$ cat config.mk
export PLATFORM = sky130hd
export DESIGN_NAME = sacu_top
export DESIGN_NICKNAME = d
export VERILOG_FILES = /design/src/shared/sacu_pkg.sv /design/src/shared/sacu_conv_if.sv /design/src/core/sacu_clk_div.sv /design/src/core/sacu_sar_engine.sv /design/src/core/sacu_top.sv
export SDC_FILE = /design/constraint.sdc
export NUM_CORES = 1
export LEC_CHECK = 0
export ABC_AREA = 0
export BUFFER_PORTS_ARGS = -buffer_cell sky130_fd_sc_hd__buf_2
export CORE_ASPECT_RATIO = 1.75
export CORE_MARGIN = 2
export CORE_UTILIZATION = 50
export CTS_BUF_LIST = sky130_fd_sc_hd__clkbuf_8
export DETAILED_ROUTE_END_ITERATION = 12
export PLACE_DENSITY = 0.84
export SYNTH_ARGS = -nofsm -noshare
export SYNTH_HDL_FRONTEND = slang
export SYNTH_SLANG_ARGS = --single-unit
$ cat constraint.sdc
create_clock -name clk_i -period 1.7 [get_ports clk_i]
set_input_delay 0.255 -clock clk_i [delete_from_list [all_inputs] [get_ports clk_i]]
set_output_delay 0.255 -clock clk_i [all_outputs]
set_load 0.01 [all_outputs]
$ cat src/shared/sacu_pkg.sv
// Shared constants and types for the successive-approximation converter control unit
package sacu_pkg;

  // Bus geometry and answers
  localparam int unsigned SACU_ADDR_W = 12;
  localparam logic [1:0] SACU_RESP_OKAY = 2'b00;
  localparam logic [1:0] SACU_RESP_SLVERR = 2'b10;

  // Register indexes; byte address is four times the index
  localparam logic [9:0] SACU_IDX_CTRL_STATUS = 10'h070;
  localparam logic [9:0] SACU_IDX_RESULT_HIGH = 10'h071;
  localparam logic [9:0] SACU_IDX_RESULT_LOW = 10'h072;
  localparam logic [9:0] SACU_IDX_IRQ_STATUS = 10'h074;
  localparam logic [9:0] SACU_IDX_IRQ_MASK = 10'h075;
  localparam logic [9:0] SACU_IDX_UNIT_STATUS = 10'h076;

  // Control/status field positions
  localparam int unsigned SACU_EOC_BIT = 7;
  localparam int unsigned SACU_SPEED_BIT = 6;
  localparam int unsigned SACU_ON_BIT = 5;
  localparam int unsigned SACU_CH_MSB = 3;

  // Interrupt status bit positions
  localparam int unsigned SACU_IRQ_DONE_BIT = 0;
  localparam int unsigned SACU_IRQ_SETTLE_BIT = 1;

  // Values after reset
  localparam logic [7:0] SACU_CSR_RST = 8'h00;
  localparam logic [9:0] SACU_RESULT_RST = 10'h000;
  localparam logic [1:0] SACU_IRQ_RST = 2'h0;

  // Conversion clock dividers: last count of the prescaler
  localparam logic [1:0] SACU_DIV4_LAST = 2'h3;
  localparam logic [1:0] SACU_DIV2_LAST = 2'h1;

  // Successive approximation
  localparam int unsigned SACU_RES_W = 10;
  localparam logic [3:0] SACU_SAR_MSB_IDX = 4'h9;
  localparam logic [9:0] SACU_SAR_FIRST_TRIAL = 10'h200;

  // Stabilisation after halt wake-up
  localparam int unsigned SACU_CLK_PERIOD_NS = 50;
  localparam int unsigned SACU_SETTLE_NS = 30000;
  localparam logic [15:0] SACU_SETTLE_CYCLES =
    16'((SACU_SETTLE_NS + SACU_CLK_PERIOD_NS - 1) / SACU_CLK_PERIOD_NS);

  // Conversion engine states
  typedef enum logic [2:0] {
    SACU_ST_IDLE = 3'b001,
    SACU_ST_SAMPLE = 3'b010,
    SACU_ST_DECIDE = 3'b100
  } sacu_eng_state_type;

endpackage

$ cat src/shared/sacu_conv_if.sv
// Internal link between control registers, prescaler and conversion engine
`timescale 1ns/1ns
`default_nettype none
interface sacu_conv_if;
  logic div_by_two;
  logic run;
  logic abort;
  logic tick;
  logic cmp_above;
  logic busy;
  logic done;
  logic sample;
  logic [9:0] trial;
  logic [9:0] result;
  modport top(output div_by_two, run, abort, cmp_above,
              input tick, busy, done, sample, trial, result);
  modport div(input div_by_two, run, abort, output tick);
  modport eng(input run, abort, tick, cmp_above,
              output busy, done, sample, trial, result);
endinterface
`default_nettype wire

$ cat src/core/sacu_clk_div.sv
// Conversion clock prescaler, divide by four or two
`timescale 1ns/1ns
`default_nettype none
module sacu_clk_div (
  input wire logic clk_i,
  input wire logic reset_n_i,
  sacu_conv_if.div conv
);
  import sacu_pkg::*;

  typedef struct packed {
    logic [1:0] cnt;
  } sacu_div_state_type;

  sacu_div_state_type q;
  sacu_div_state_type d;
  logic [1:0] last;

  // Rate select picks the terminal count
  assign last = conv.div_by_two ? SACU_DIV2_LAST : SACU_DIV4_LAST;
  assign conv.tick = conv.run && (q.cnt == last);

  // Count restarts with every abort or stop
  always_comb begin
    d = q;
    if (!conv.run || conv.abort) begin
      d.cnt = 2'h0;
    end else if (q.cnt >= last) begin
      d.cnt = 2'h0;
    end else begin
      d.cnt = q.cnt + 2'h1;
    end
  end

  always_ff @(posedge clk_i or negedge reset_n_i) begin
    if (!reset_n_i) begin
      q <= '0;
    end else begin
      q <= d;
    end
  end
endmodule
`default_nettype wire

$ cat src/core/sacu_sar_engine.sv
// Successive-approximation sequencer: one sample tick then ten decisions
`timescale 1ns/1ns
`default_nettype none
module sacu_sar_engine (
  input wire logic clk_i,
  input wire logic reset_n_i,
  sacu_conv_if.eng conv
);
  import sacu_pkg::*;

  typedef struct packed {
    sacu_eng_state_type st;
    logic [3:0] bit_idx;
    logic [9:0] trial;
    logic [9:0] result;
    logic done;
  } sacu_eng_q_type;

  sacu_eng_q_type q;
  sacu_eng_q_type d;

  assign conv.busy = (q.st != SACU_ST_IDLE);
  assign conv.sample = (q.st == SACU_ST_SAMPLE);
  assign conv.trial = q.trial;
  assign conv.result = q.result;
  assign conv.done = q.done;

  // Sequencer; loops back to sampling after each result
  always_comb begin
    logic [9:0] decided;
    decided = q.trial;
    d = q;
    d.done = 1'b0;
    if (!conv.cmp_above) begin
      decided[q.bit_idx] = 1'b0;
    end
    if (!conv.run || conv.abort) begin
      d.st = SACU_ST_IDLE;
      d.trial = '0;
    end else begin
      case (q.st)
        SACU_ST_IDLE: begin
          d.st = SACU_ST_SAMPLE;
        end
        SACU_ST_SAMPLE: begin
          if (conv.tick) begin
            d.st = SACU_ST_DECIDE;
            d.trial = SACU_SAR_FIRST_TRIAL;
            d.bit_idx = SACU_SAR_MSB_IDX;
          end
        end
        SACU_ST_DECIDE: begin
          if (conv.tick) begin
            d.trial = decided;
            if (q.bit_idx == 4'h0) begin
              d.result = decided;
              d.done = 1'b1;
              d.st = SACU_ST_SAMPLE;
            end else begin
              d.bit_idx = q.bit_idx - 4'h1;
              d.trial[q.bit_idx - 4'h1] = 1'b1;
            end
          end
        end
        default: begin
          d.st = SACU_ST_IDLE;
        end
      endcase
    end
  end

  always_ff @(posedge clk_i or negedge reset_n_i) begin
    if (!reset_n_i) begin
      q <= '{st: SACU_ST_IDLE, bit_idx: 4'h0, trial: 10'h000,
             result: SACU_RESULT_RST, done: 1'b0};
    end else begin
      q <= d;
    end
  end
endmodule
`default_nettype wire

$ cat src/core/sacu_top.sv
// Converter control unit: register file, bus slave, halt handling and interrupt
//
// Overview of operation
// - Writing a different channel aborts the conversion, clears done, restarts on new input.
// - Processor wait mode has no influence on converter operation or state.
// - Halt disables the converter; after wake, conversions wait a settle interval.
// - Done flag in bit 7 is read-only; hardware sets it on each result.
// - Reading high result or writing the control register clears the done flag.
// - Converter-on bit 5 enables and starts conversion; clearing it stops everything.
// - While enabled, conversions of the selected channel repeat back to back.
// - Bits 3:0 select the analog input as a binary index 0 to 15.
// - High result register reads result bits 9 down to 2, read-only.
// - Low result register reads zeros above, result bits 1:0 below, read-only.
// - Inputs above the reference give all ones, below give zero, no overflow.
`timescale 1ns/1ns
`default_nettype none
module sacu_top #(
  parameter logic [15:0] SETTLE_CYCLES = sacu_pkg::SACU_SETTLE_CYCLES
) (
  input wire logic clk_i,
  input wire logic reset_n_i,
  // AXI4-Lite write address
  input wire logic s_axil_awvalid_i,
  output logic s_axil_awready_o,
  input wire logic [sacu_pkg::SACU_ADDR_W-1:0] s_axil_awaddr_i,
  input wire logic [2:0] s_axil_awprot_i,
  // AXI4-Lite write data
  input wire logic s_axil_wvalid_i,
  output logic s_axil_wready_o,
  input wire logic [31:0] s_axil_wdata_i,
  input wire logic [3:0] s_axil_wstrb_i,
  // AXI4-Lite write response
  output logic s_axil_bvalid_o,
  input wire logic s_axil_bready_i,
  output logic [1:0] s_axil_bresp_o,
  // AXI4-Lite read address
  input wire logic s_axil_arvalid_i,
  output logic s_axil_arready_o,
  input wire logic [sacu_pkg::SACU_ADDR_W-1:0] s_axil_araddr_i,
  input wire logic [2:0] s_axil_arprot_i,
  // AXI4-Lite read data
  output logic s_axil_rvalid_o,
  input wire logic s_axil_rready_i,
  output logic [31:0] s_axil_rdata_o,
  output logic [1:0] s_axil_rresp_o,
  // Low-power state of the processor
  input wire logic halt_mode_i,
  // Analog front end
  output logic [3:0] channel_select_o,
  output logic converter_power_o,
  output logic sample_o,
  output logic [9:0] dac_code_o,
  input wire logic cmp_above_i,
  // Interrupt
  output logic irq_o
);
  import sacu_pkg::*;

  typedef struct packed {
    logic aw_held;
    logic [SACU_ADDR_W-1:0] aw_addr;
    logic w_held;
    logic [7:0] w_data;
    logic w_lane;
    logic bvalid;
    logic [1:0] bresp;
    logic rvalid;
    logic [31:0] rdata;
    logic [1:0] rresp;
    logic eoc;
    logic speed;
    logic conv_on;
    logic [3:0] chan;
    logic [9:0] result;
    logic [1:0] irq_stat;
    logic [1:0] irq_mask;
    logic halt_prev;
    logic [15:0] settle_cnt;
    logic settled;
    logic power;
  } sacu_top_state_type;

  localparam sacu_top_state_type STATE_RST = '{
    aw_held: 1'b0,
    aw_addr: '0,
    w_held: 1'b0,
    w_data: 8'h00,
    w_lane: 1'b0,
    bvalid: 1'b0,
    bresp: SACU_RESP_OKAY,
    rvalid: 1'b0,
    rdata: 32'h0000_0000,
    rresp: SACU_RESP_OKAY,
    eoc: SACU_CSR_RST[SACU_EOC_BIT],
    speed: SACU_CSR_RST[SACU_SPEED_BIT],
    conv_on: SACU_CSR_RST[SACU_ON_BIT],
    chan: SACU_CSR_RST[SACU_CH_MSB:0],
    result: SACU_RESULT_RST,
    irq_stat: SACU_IRQ_RST,
    irq_mask: SACU_IRQ_RST,
    halt_prev: 1'b0,
    settle_cnt: 16'h0000,
    settled: 1'b1,
    power: 1'b0
  };

  sacu_top_state_type q;
  sacu_top_state_type d;

  sacu_conv_if conv ();

  logic aw_take;
  logic w_take;
  logic wr_go;
  logic ar_take;
  logic [9:0] wr_idx;
  logic [9:0] rd_idx;
  logic abort_c;
  logic csr_write;
  logic high_read;
  logic [7:0] csr_view;

  // Prescaler for the conversion clock
  sacu_clk_div u_div (
    .clk_i(clk_i),
    .reset_n_i(reset_n_i),
    .conv(conv)
  );

  // Successive-approximation sequencer
  sacu_sar_engine u_engine (
    .clk_i(clk_i),
    .reset_n_i(reset_n_i),
    .conv(conv)
  );

  // Bus handshakes; one write and one read in flight at most
  assign s_axil_awready_o = !q.aw_held && !q.bvalid;
  assign s_axil_wready_o = !q.w_held && !q.bvalid;
  assign s_axil_arready_o = !q.rvalid;
  assign aw_take = s_axil_awvalid_i && s_axil_awready_o;
  assign w_take = s_axil_wvalid_i && s_axil_wready_o;
  assign ar_take = s_axil_arvalid_i && s_axil_arready_o;
  assign wr_go = q.aw_held && q.w_held && !q.bvalid;
  assign wr_idx = q.aw_addr[SACU_ADDR_W-1:2];
  assign rd_idx = s_axil_araddr_i[SACU_ADDR_W-1:2];

  // Register-bus outputs
  assign s_axil_bvalid_o = q.bvalid;
  assign s_axil_bresp_o = q.bresp;
  assign s_axil_rvalid_o = q.rvalid;
  assign s_axil_rdata_o = q.rdata;
  assign s_axil_rresp_o = q.rresp;

  // Control write effects, taken only with byte lane 0 enabled
  assign csr_write = wr_go && q.w_lane && (wr_idx == SACU_IDX_CTRL_STATUS);
  assign abort_c = csr_write && (q.w_data[SACU_CH_MSB:0] != q.chan);
  assign high_read = ar_take && (rd_idx == SACU_IDX_RESULT_HIGH);

  // Readback of the control register; reserved bit reads zero
  assign csr_view = {q.eoc, q.speed, q.conv_on, 1'b0, q.chan};

  // Links to the prescaler and the sequencer
  assign conv.div_by_two = q.speed;
  assign conv.run = q.conv_on && !halt_mode_i && q.settled;
  assign conv.abort = abort_c;
  assign conv.cmp_above = cmp_above_i;

  // Analog front-end drive
  assign channel_select_o = q.chan;
  assign converter_power_o = q.power;
  assign sample_o = conv.sample;
  assign dac_code_o = conv.trial;

  // Level interrupt from unmasked sticky events
  assign irq_o = |(q.irq_stat & q.irq_mask);

  // Next-state logic for the whole unit
  always_comb begin
    d = q;
    d.halt_prev = halt_mode_i;
    d.power = q.conv_on && !halt_mode_i;

    // Write address and data accepted in either order
    if (aw_take) begin
      d.aw_held = 1'b1;
      d.aw_addr = s_axil_awaddr_i;
    end
    if (w_take) begin
      d.w_held = 1'b1;
      d.w_data = s_axil_wdata_i[7:0];
      d.w_lane = s_axil_wstrb_i[0];
    end

    // Write performed once both halves are held
    if (wr_go) begin
      d.aw_held = 1'b0;
      d.w_held = 1'b0;
      d.bvalid = 1'b1;
      d.bresp = SACU_RESP_OKAY;
      case (wr_idx)
        SACU_IDX_CTRL_STATUS: begin
          if (q.w_lane) begin
            d.eoc = 1'b0;
            d.speed = q.w_data[SACU_SPEED_BIT];
            d.conv_on = q.w_data[SACU_ON_BIT];
            d.chan = q.w_data[SACU_CH_MSB:0];
          end
        end
        SACU_IDX_IRQ_STATUS: begin
          if (q.w_lane) begin
            d.irq_stat = q.irq_stat & ~q.w_data[1:0];
          end
        end
        SACU_IDX_IRQ_MASK: begin
          if (q.w_lane) begin
            d.irq_mask = q.w_data[1:0];
          end
        end
        SACU_IDX_RESULT_HIGH, SACU_IDX_RESULT_LOW, SACU_IDX_UNIT_STATUS: begin
          d.bresp = SACU_RESP_OKAY;
        end
        default: begin
          d.bresp = SACU_RESP_SLVERR;
        end
      endcase
    end
    if (q.bvalid && s_axil_bready_i) begin
      d.bvalid = 1'b0;
    end

    // Read data captured when the address is taken
    if (q.rvalid && s_axil_rready_i) begin
      d.rvalid = 1'b0;
    end
    if (ar_take) begin
      d.rvalid = 1'b1;
      d.rresp = SACU_RESP_OKAY;
      d.rdata = 32'h0000_0000;
      case (rd_idx)
        SACU_IDX_CTRL_STATUS: begin
          d.rdata[7:0] = csr_view;
        end
        SACU_IDX_RESULT_HIGH: begin
          d.rdata[7:0] = q.result[9:2];
        end
        SACU_IDX_RESULT_LOW: begin
          d.rdata[7:0] = {6'h00, q.result[1:0]};
        end
        SACU_IDX_IRQ_STATUS: begin
          d.rdata[1:0] = q.irq_stat;
        end
        SACU_IDX_IRQ_MASK: begin
          d.rdata[1:0] = q.irq_mask;
        end
        SACU_IDX_UNIT_STATUS: begin
          d.rdata[2:0] = {halt_mode_i, conv.busy, q.settled};
        end
        default: begin
          d.rresp = SACU_RESP_SLVERR;
        end
      endcase
    end

    // High result read clears done; a new result below still wins
    if (high_read) begin
      d.eoc = 1'b0;
    end

    // Stabilisation count after wake-up from halt
    if (halt_mode_i) begin
      d.settled = 1'b0;
      d.settle_cnt = SETTLE_CYCLES;
    end else if (q.halt_prev) begin
      d.settled = 1'b0;
      d.settle_cnt = SETTLE_CYCLES;
    end else if (!q.settled) begin
      if (q.settle_cnt <= 16'h0001) begin
        d.settled = 1'b1;
        d.settle_cnt = 16'h0000;
        d.irq_stat[SACU_IRQ_SETTLE_BIT] = 1'b1;
      end else begin
        d.settle_cnt = q.settle_cnt - 16'h0001;
      end
    end

    // Result capture last so a new result wins over a clear
    if (conv.done) begin
      d.result = conv.result;
      d.eoc = 1'b1;
      d.irq_stat[SACU_IRQ_DONE_BIT] = 1'b1;
    end
  end

  // All state of the unit in one register
  always_ff @(posedge clk_i or negedge reset_n_i) begin
    if (!reset_n_i) begin
      q <= STATE_RST;
    end else begin
      q <= d;
    end
  end
endmodule
`default_nettype wire

==> impl_summary.log, run 1 <==
INFO  metric outcome = finished, violations left
INFO  metric failed_checks = negative setup slack
INFO  metric numPortBuffers = 67
INFO  metric maxUsedRoutingLayer = met4
INFO  metric vias_post_dr = around 4,400
INFO  metric path_cells = nand3b_1, nor3_4, o211a_4, buf_6, mux2i_1
INFO  metric drt-wirelength-per-cell = 18.5 µm
INFO  metric core_region_area = 10,600 µm²
INFO  metric die_y = 141 µm
INFO  metric count_of_h_tree_levels_built_during_cts = 3
INFO  metric yosysWarnings = 0
INFO  metric floorplan.rows = 50
INFO  metric yosys.area.top_type = sky130_fd_sc_hd__dfrtp_1
INFO  metric final_design_area_no_fill = about 6600 µm²
INFO  metric postPlaceCellArea = 6000 µm²
INFO  metric vias_per_cell = slightly below 6
INFO  metric synth_enable_flop_cells = 0
INFO  metric grt_antenna_before_repair = 0
INFO  metric grt_pass1_vias = 4,440
INFO  metric hpwl = ~10,000 µm
INFO  metric n_antenna_cell = 0
INFO  metric finish.cell_count_without_fillers = 752
INFO  metric grt_max_degree = 39
INFO  metric synth_sequential_area_ratio = between 40% and 50%
INFO  metric timing.max_cap.violations = 0
INFO  metric fin_crit = between 1.5 and 2 ns
INFO  metric final.setup.worst_slack = -0.112 ns
INFO  metric min-delay-path-class = primary input to flop
INFO  metric synth.avg_cell_area = 10.5 µm²
INFO  metric drt_wirelength = 13,900 µm
INFO  metric met3_length = 495 µm
INFO  metric drc = 0
INFO  metric cts_inserted_buffers = 9
INFO  metric post_synth_main_area_contributors = sky130_fd_sc_hd__dfrtp_1 46%, sky130_fd_sc_hd__buf_4 7.0%, sky130_fd_sc_hd__mux2_2 6.5%, sky130_fd_sc_hd__nand2_1 2.3%, sky130_fd_sc_hd__o21ai_0 2.2%
INFO  metric flow.area_growth_from_synthesis = 24.1%
INFO  metric synth_top_area_share = a little under half
INFO  metric setup_viol_count_final = 20
INFO  metric critPathCaptureType = flop
INFO  metric worst_ep_arrival_time = 2.10 ns
INFO  metric detailroute.wirelength.met2 = 7670 µm
INFO  metric clockRootBuffer = sky130_fd_sc_hd__clkbuf_8
INFO  metric critical_path_class = flop to flop
INFO  metric netlist-cell-type-count = 67
INFO  metric pre_cts_slack = -0.248 ns
INFO  metric first_pass_grt_wire_length = between 20,000 and 25,000 µm
INFO  metric wirelength_met1 = 5070 µm
INFO  metric report.final.slew_viol_count = 0
INFO  metric holdWs = about 0.053 ns
INFO  metric io-pin-count = about 130
INFO  metric layout.filler_cells = 823
INFO  metric cellLeakagePower = 3.07 nW
INFO  metric clock_insertion_delay_at_the_later_pin_of_the_skew_report = 0.38 ns
INFO  metric synthFlopType = sky130_fd_sc_hd__dfrtp_1
INFO  metric async_set_reset_flop_share_out_of_synthesis = between 90% and 100%
INFO  metric cts.path.max_buffers = 2
INFO  metric global_placer_s_final_weighted_congestion = around 0.87
INFO  metric placedCellCount = slightly above 700
INFO  metric layout.nets = ~700
INFO  metric drt_pass1_iterations = 5
INFO  metric post_route_utilization = a little over three fifths
INFO  metric track_usage = between 20% and 30%
INFO  metric crit_required = 1.99 ns
INFO  metric floorplan.initialDensity = 50.6%
INFO  metric finClkSkew = approximately 0.011 ns
INFO  metric design.die.area = approximately 12,000 µm²
INFO  metric peakVddDrop = about 0.46 mV
INFO  metric cts_sinks = ~100
INFO  metric setup_repair_after_global_routing_missed_its_margin = yes
INFO  metric power_per_cell_area = 870 nW/µm²
INFO  metric gr-total-overflow = 0
INFO  metric drtIter0Drc = 227
INFO  metric dieWidth = 82.2 µm
INFO  metric slowest_stage = sky130_fd_sc_hd__dfstp_2
INFO  metric clock_tree_from_tritoncts = done
INFO  metric final-hold-violation-count = 0
INFO  metric critical-path-max-stage-delay = 0.55 ns
INFO  metric synth_seq_cells = roughly 100
INFO  metric fmax = ~550 MHz
INFO  metric syn-instance-count = 511
INFO  metric final.period_utilization = 107%
INFO  metric worst_setup_hold_path_clk_slew = roughly 0.10 ns
INFO  metric drive_above_1_share = roughly 41%
INFO  metric critPathMaxFanout = 5
INFO  metric r2r_setup_slack = -0.11 ns
INFO  metric syn_area = between 5000 and 6000 µm²
INFO  metric critPathLaunchType = flop
INFO  metric routed_antenna_nets = 0
where the power goes:
group	switching [mW]	leakage [nW]	internal (mW)
logic	0.622	1.69	0.667
registers	0.254	1.28	2.67
clock network	0.836	0.100	0.718
sequential cells by signal, summed over array words and instances (netlist names), 2 cells and up:
| signal | flops |
|---|---|
| s_axil_rdata_o | 8 |
| channel_select_o | 4 |
| u_div.q | 2 |
| q | 51 |
| u_engine.q | 7 |
| csr_view | 2 |
| u_engine.conv.result | 10 |
| u_engine.conv.trial | 10 |
cells in the final DEF, fill, tap and decap left out, drive strengths merged, types with 4 or more instances in the layout:
cell      n
a211oi    4
a21o      4
a21oi    21
a221o     4
a22o      5
a31oi     5
and2      8
and3b     4
and4      4
buf     141
clkbuf   10
conb     26
dfrtp    99
inv      19
mux2     35
mux2i     9
nand2    33
nand2b    6
nand3    14
nand3b    7
nand4    10
nor2     23
nor2b     5
nor3     10
nor3b     4
nor4      8
nor4b     5
o21ai    24
o31ai     8
o41ai     5
or3       9
xnor2     4
path summary, 6_finish.rpt:
check	start	cells past startpoint	end
setup reg to reg	q[1]$_DFF_PN1_	5	u_engine.conv.result[8]$_DFFE_PN0P_
max in group asynchronous	reset_n_i	3	u_engine.q[25]$_DFFE_PN1P_
setup / recovery	q[1]$_DFF_PN1_	5	u_engine.conv.result[8]$_DFFE_PN0P_
min in group asynchronous	reset_n_i	2	q[10]$_DFFE_PN0P_
hold reg to reg	s_axil_rdata_o[0]$_DFFE_PN0P_	2	s_axil_rdata_o[0]$_DFFE_PN0P_
hold / removal	s_axil_rready_i	2	s_axil_rvalid_o$_DFFE_PN0P_
cells by family after synthesis:
kind of cell | share of synthesized area, %
flops | 47.3
mux | 10.2
other cells | 0.0701
xor+xnor | 0.819
simple gates | 17.3
buf+inv | 10.2
compound gates | 13.4
fa+ha+maj | 0.702
synth_stat cells, drive strengths merged (2+ instances only):
cell,n
a211oi,4
a21boi,3
a21o,4
a21oi,21
a221o,4
a22o,5
a31oi,5
and2,8
and3b,4
and4,4
buf,55
clkbuf,18
dfrtp,99
dfstp,2
ha,3
inv,17
mux2,35
mux2i,9
mux4,2
nand2,33
nand2b,6
nand3,14
nand3b,7
nand4,10
nand4b,2
nor2,23
nor2b,5
nor3,10
nor3b,4
nor4,8
nor4b,5
o211ai,3
o21a,3
o21ai,24
o21ba,2
o22ai,2
o311ai,2
o31ai,8
o41ai,5
or3,9
or4,2
or4b,3
xnor2,4
critical path, delay by kind of cell, from the launching register on:
family / cells / cell delay, ns
AND/OR/NAND/NOR: 2 / 0.54
AO/OA/AOI/OAI: 1 / 0.28
buffers and inverters: 1 / 0.13
multiplexers: 1 / 0.21
flip-flops: 1 / 0.55
area by class of cell:
type	instances	area, µm²	area share (%)
Clock buffer	10	138	2.07
Clock inverter	6	62.6	0.943
Inverter	17	63.8	0.961
Multi-Input combinational cell	346	2700	40.7
Sequential cell	101	2530	38.1
Tap cell	130	163	2.45
Timing Repair Buffer	142	981	14.8
per-layer routing:
metal / up-vias / track usage [%]
li1: 1992 / -
met1: 2189 / 25.9
met2: 146 / 45.0
met3: 44 / 4.48
met4: 0 / 13.8
met5: - / 0
metrics by stage:
step                setup TNS, ns  power (mW)
floorplan                  -0.462        3.60
global placement            -2.33        4.00
detailed placement          -6.83        4.08
CTS                        -0.722        5.72
global route                -2.51        6.04
finish                     -0.938        5.77
what timing repair did:
| item | in CTS | in global routing |
|---|---|---|
| hold buffers | 1 | 0 |
| pin swaps | 13 | 21 |
| resized for setup | 28 | 58 |
| hold endpoints to repair | 22 | 0 |
| cloned | 2 | 0 |
| setup endpoints to repair | 38 | 41 |
| buffers inserted | 5 | 5 |
(Power assumes the default switching activity.)
==> inputs of run 2 (changes only) <==
--- a/config.mk
+++ b/config.mk
@@ -5,10 +5,9 @@
 export SDC_FILE = /design/constraint.sdc
 export NUM_CORES = 1
 export LEC_CHECK = 0
-export ABC_AREA = 0
+export ABC_AREA = 1
 export BUFFER_PORTS_ARGS = -buffer_cell sky130_fd_sc_hd__buf_2
 export CORE_ASPECT_RATIO = 1.75
-export CORE_MARGIN = 2
 export CORE_UTILIZATION = 50
 export CTS_BUF_LIST = sky130_fd_sc_hd__clkbuf_8
 export DETAILED_ROUTE_END_ITERATION = 12
==> impl_summary.log, run 2 <==
INFO  metric clock_tree_from_tritoncts = done (unchanged)
INFO  metric overall_power_consumption = 5.44 mW (was 5.77 mW)
INFO  metric cts_inserted_buffers = 9 (unchanged)
INFO  metric origin_of_the_worst_setup_path = q[2]$_DFFE_PN0P_ (was q[1]$_DFF_PN1_)
INFO  metric largest-register = q (unchanged)
INFO  metric hpwl = 8830 µm (was 10,100 µm)
INFO  metric drt_wirelength = 11,600 µm (was 13,900 µm)
INFO  metric final.period_utilization = 94.6% (was 107%)
INFO  metric grt_antenna_before_repair = 0 (unchanged)
INFO  metric fmax = 622 MHz (was 552 MHz)
INFO  metric min-delay-path-class = primary input to flop (unchanged)
INFO  metric post_route_utilization = 58.8% (was 62.8%)
INFO  metric layout.nets = 836 (was 695)
INFO  metric global_placer_s_final_weighted_congestion = 0.829 (was 0.872)
INFO  metric final.setup.worst_slack = 0.0914 ns (was -0.112 ns)
INFO  metric critical-path-max-stage-delay = 0.41 ns (was 0.55 ns)
INFO  metric numPortBuffers = 67 (unchanged)
INFO  metric netlist-cell-type-count = 39 (was 67)
INFO  metric final.setup.tns = 0 ns (was -0.938 ns)
INFO  metric dieWidth = 80.7 µm (was 82.2 µm)
INFO  metric gr-total-overflow = 0 (unchanged)
INFO  metric slowest_stage = sky130_fd_sc_hd__dfrtp_1 (was sky130_fd_sc_hd__dfstp_2)
INFO  metric synth_enable_flop_cells = 0 (unchanged)
INFO  metric max_slew_margin = 65.4%
INFO  metric placedCellCount = 872 (was 726)
INFO  metric critPathCaptureType = flop (unchanged)
INFO  metric yosysWarnings = 0 (unchanged)
INFO  metric finish.cell_count_without_fillers = 890 (was 752)
INFO  metric post_synth_main_area_contributors = sky130_fd_sc_hd__dfrtp_1 46%, sky130_fd_sc_hd__nand2_1 14%, sky130_fd_sc_hd__buf_4 7.1%, sky130_fd_sc_hd__nor2_1 5.1%, sky130_fd_sc_hd__inv_1 3.8% (was sky130_fd_sc_hd__dfrtp_1 46%, sky130_fd_sc_hd__buf_4 7.0%, sky130_fd_sc_hd__mux2_2 6.5%, sky130_fd_sc_hd__nand2_1 2.3%, sky130_fd_sc_hd__o21ai_0 2.2%)
INFO  metric worst_setup_hold_path_clk_slew = 0.10 ns (about the same)
INFO  metric drtIter0Drc = 301 (was 227)
INFO  metric crit_required = 1.95 ns (was 1.99 ns)
INFO  metric async_set_reset_flop_share_out_of_synthesis = 100% (unchanged)
INFO  metric synth_top_area_share = 45.8% (was 46.3%)
INFO  metric yosys.area.top_type = sky130_fd_sc_hd__dfrtp_1 (unchanged)
INFO  metric syn_area = 5410 µm² (was 5350 µm²)
INFO  metric io-pin-count = 133 (unchanged)
INFO  metric tightestPinTransition = 0.517 ns
INFO  metric path_cells = inv_1, ha_2, nand2_1, buf_4, nor2_2, xor2_1, nand2_1, nand2_1, o21ai_0 (was nand3b_1, nor3_4, o211a_4, buf_6, mux2i_1)
INFO  metric design.die.area = 11,300 µm² (was 11,600 µm²)
INFO  metric worst_ep_arrival_time = 1.86 ns (was 2.10 ns)
INFO  metric yosys-top-cells-count = 206 x sky130_fd_sc_hd__nand2_1, 99 x sky130_fd_sc_hd__dfrtp_1, 73 x sky130_fd_sc_hd__nor2_1 (was 99 x sky130_fd_sc_hd__dfrtp_1, 50 x sky130_fd_sc_hd__buf_4, 33 x sky130_fd_sc_hd__nand2_1)
INFO  metric cts_sinks = 101 (unchanged)
INFO  metric vias_post_dr = 4,543 (was 4,371)
INFO  metric min-delay-start = s_axil_bready_i (was s_axil_rready_i)
INFO  metric routed_antenna_nets = 0 (unchanged)
INFO  metric critical_path.most_common_cell = sky130_fd_sc_hd__nand2_1
INFO  metric grt_max_degree = 43 (was 39)
INFO  metric synth_seq_cells = 101 (unchanged)
INFO  metric crit-reg2reg-launch = q[2]$_DFFE_PN0P_ (was q[1]$_DFF_PN1_)
INFO  metric drc = 0 (unchanged)
INFO  metric first_pass_grt_wire_length = 19,400 µm (was 21,700 µm)
INFO  metric synthFlopType = sky130_fd_sc_hd__dfrtp_1 (unchanged)
INFO  metric critical_path_class = flop to flop (unchanged)
INFO  metric timing.max_cap.violations = 0 (unchanged)
INFO  metric layout.filler_cells = 936 (was 823)
INFO  metric clock_insertion_delay_at_the_later_pin_of_the_skew_report = 0.37 ns (was 0.38 ns)
INFO  metric critPathLaunchType = flop (unchanged)
INFO  metric clockRootBuffer = sky130_fd_sc_hd__clkbuf_8 (unchanged)
INFO  metric setup_viol_count_final = 0 (was 20)
INFO  metric peakVddDrop = 0.557 mV (was 0.461 mV)
INFO  metric drive_above_1_share = 22.3% (was 40.8%)
INFO  metric n_antenna_cell = 0 (unchanged)
INFO  metric vias_per_cell = 5.10 (was 5.81)
INFO  metric syn-instance-count = 679 (was 511)
INFO  metric largest_register_ffs = 51 (unchanged)
INFO  metric outcome = complete, no violations (was finished, violations left)
INFO  metric grt_pass1_vias = 4,391 (was 4,440)
INFO  metric count_of_h_tree_levels_built_during_cts = 3 (unchanged)
INFO  metric flow.area_growth_from_synthesis = 13.2% (was 24.1%)
INFO  metric cts.path.max_buffers = 2 (unchanged)
INFO  metric synth_sequential_area_ratio = 46.7% (was 47.3%)
INFO  metric track_usage = 22.3% (was 24.8%)
INFO  metric power_per_cell_area = 888 nW/µm² (was 870 nW/µm²)
INFO  metric fin_crit = 1.61 ns (was 1.81 ns)
INFO  metric most_common_library_cell_in_the_layout_ignoring_fill_and_taps = sky130_fd_sc_hd__nand2_1 (was sky130_fd_sc_hd__dfrtp_1)
INFO  metric setup_repair_after_global_routing_missed_its_margin = yes (unchanged)
INFO  metric synth.most_common_cell = sky130_fd_sc_hd__nand2_1 (was sky130_fd_sc_hd__dfrtp_1)
INFO  metric final-hold-violation-count = 0 (unchanged)
INFO  metric pre_cts_slack = 0.0493 ns (was -0.248 ns)
INFO  metric finClkSkew = 0.0127 ns (was 0.0109 ns)
INFO  metric critPathMaxFanout = 3 (was 5)
INFO  metric floorplan.rows = 49 (was 50)
INFO  metric die_y = 140 µm (was 141 µm)
INFO  metric layout.cells.most_common_list = 202 x sky130_fd_sc_hd__nand2_1, 99 x sky130_fd_sc_hd__dfrtp_1, 71 x sky130_fd_sc_hd__nor2_1 (was 98 x sky130_fd_sc_hd__dfrtp_1, 66 x sky130_fd_sc_hd__buf_2, 61 x sky130_fd_sc_hd__buf_4)
INFO  metric drt-wirelength-per-cell = 13.0 µm (was 18.5 µm)
INFO  metric synth.avg_cell_area = 7.97 µm² (was 10.5 µm²)
INFO  metric cellLeakagePower = 3.22 nW (was 3.07 nW)
INFO  metric drt_pass1_iterations = 5 (unchanged)
INFO  metric report.final.slew_viol_count = 0 (unchanged)
INFO  metric core_region_area = 10,400 µm² (was 10,600 µm²)
INFO  metric floorplan.initialDensity = 51.9% (was 50.6%)
-- run 2: changes by cell type after synthesis, moves of 10 or more --
cell	delta
sky130_fd_sc_hd__nand2_1	+173
sky130_fd_sc_hd__nor2_1	+50
sky130_fd_sc_hd__inv_1	+38
sky130_fd_sc_hd__mux2_2	-24
sky130_fd_sc_hd__nand3_1	+15
sky130_fd_sc_hd__o21ai_0	+14
sky130_fd_sc_hd__clkbuf_1	-13
sky130_fd_sc_hd__nand2_2	+11
sky130_fd_sc_hd__o21ai_2	+10
-- run 2: area by class of cell --
cell class / count / area [µm²] / share of cell area [%]
timing repair buffer: 102 / 666 / 10.9
clock inverter: 6 / 63.8 / 1.04
tap: 127 / 159 / 2.59
inverter: 59 / 226 / 3.69
clock buffer: 10 / 138 / 2.25
sequential: 101 / 2530 / 41.3
multi-input combinational: 485 / 2350 / 38.3
-- run 2: logic make-up (layout without fill, tap and decap cells) --
| family | Yosys count | in the layout | share of synthesized area, % |
|---|---|---|---|
| and+or+nand+nor | 353 | 353 | 28.3 |
| buffers and inverters | 118 | 177 | 12.1 |
| DFF | 101 | 101 | 46.7 |
| AOI/OAI and AO/OA | 86 | 86 | 9.04 |
| xor gates and xnor gates | 10 | 10 | 1.62 |
| muxes | 7 | 7 | 1.46 |
| adders and majority gates | 3 | 3 | 0.694 |
| other | 1 | 26 | 0.0693 |
-- run 2: metrics by stage --
step,hold WS (ns),area (µm²)
after floorplan,-0.0406,5510
after global placement,0.143,5880
after detailed placement,0.145,5880
after CTS,0.0370,6100
after global routing,0.0367,6130
final,0.0470,6130
-- run 2: timing repair --
action	4_1_cts	5_1_grt
hold endpoints to repair	12	0
setup buffers	0	1
endpoints found under the setup margin	0	32
gates resized for setup	0	11
hold buffers	1	0
-- run 2: power breakdown --
| group | leakage (nW) | switching (mW) | internal [mW] |
|---|---|---|---|
| Sequential | 1.31 | 0.163 | 2.68 |
| Clock | 0.104 | 0.831 | 0.719 |
| Combinational | 1.81 | 0.628 | 0.420 |
| Total | 3.22 | 1.62 | 3.82 |
-- run 2: worst paths after layout --
| check | endpoint | slack (ns) | cells after the start |
|---|---|---|---|
| setup / recovery | q[8]$_DFFE_PN0P_ | 0.09 | 9 |
| hold / removal | s_axil_bvalid_o$_DFFE_PN0P_ | 0.05 | 2 |
| setup reg to reg | q[8]$_DFFE_PN0P_ | 0.09 | 9 |
| hold reg to reg | q[25]$_DFFE_PN0P_ | 0.48 | 2 |
| max in group asynchronous | u_engine.q[25]$_DFFE_PN1P_ | 0.86 | 3 |
| min in group asynchronous | q[14]$_DFFE_PN0P_ | 0.29 | 2 |
-- run 2: routing by layer --
metal	share of wire, %	track usage, %	up-vias
li1	-	-	2247
met1	38	24.4	2129
met2	52	38.7	130
met3	4.3	3.02	37
met4	5.0	14.8	0
met5	0	0	-
-- run 2: worst max-delay path, delay by kind of cell (launching register included) --
kind | cells | cell delay, ns
flops | 1 | 0.41
simple gates | 4 | 0.37
buf+inv | 2 | 0.28
fa+ha+maj | 1 | 0.20
xor+xnor | 1 | 0.16
compound gates | 1 | 0.08
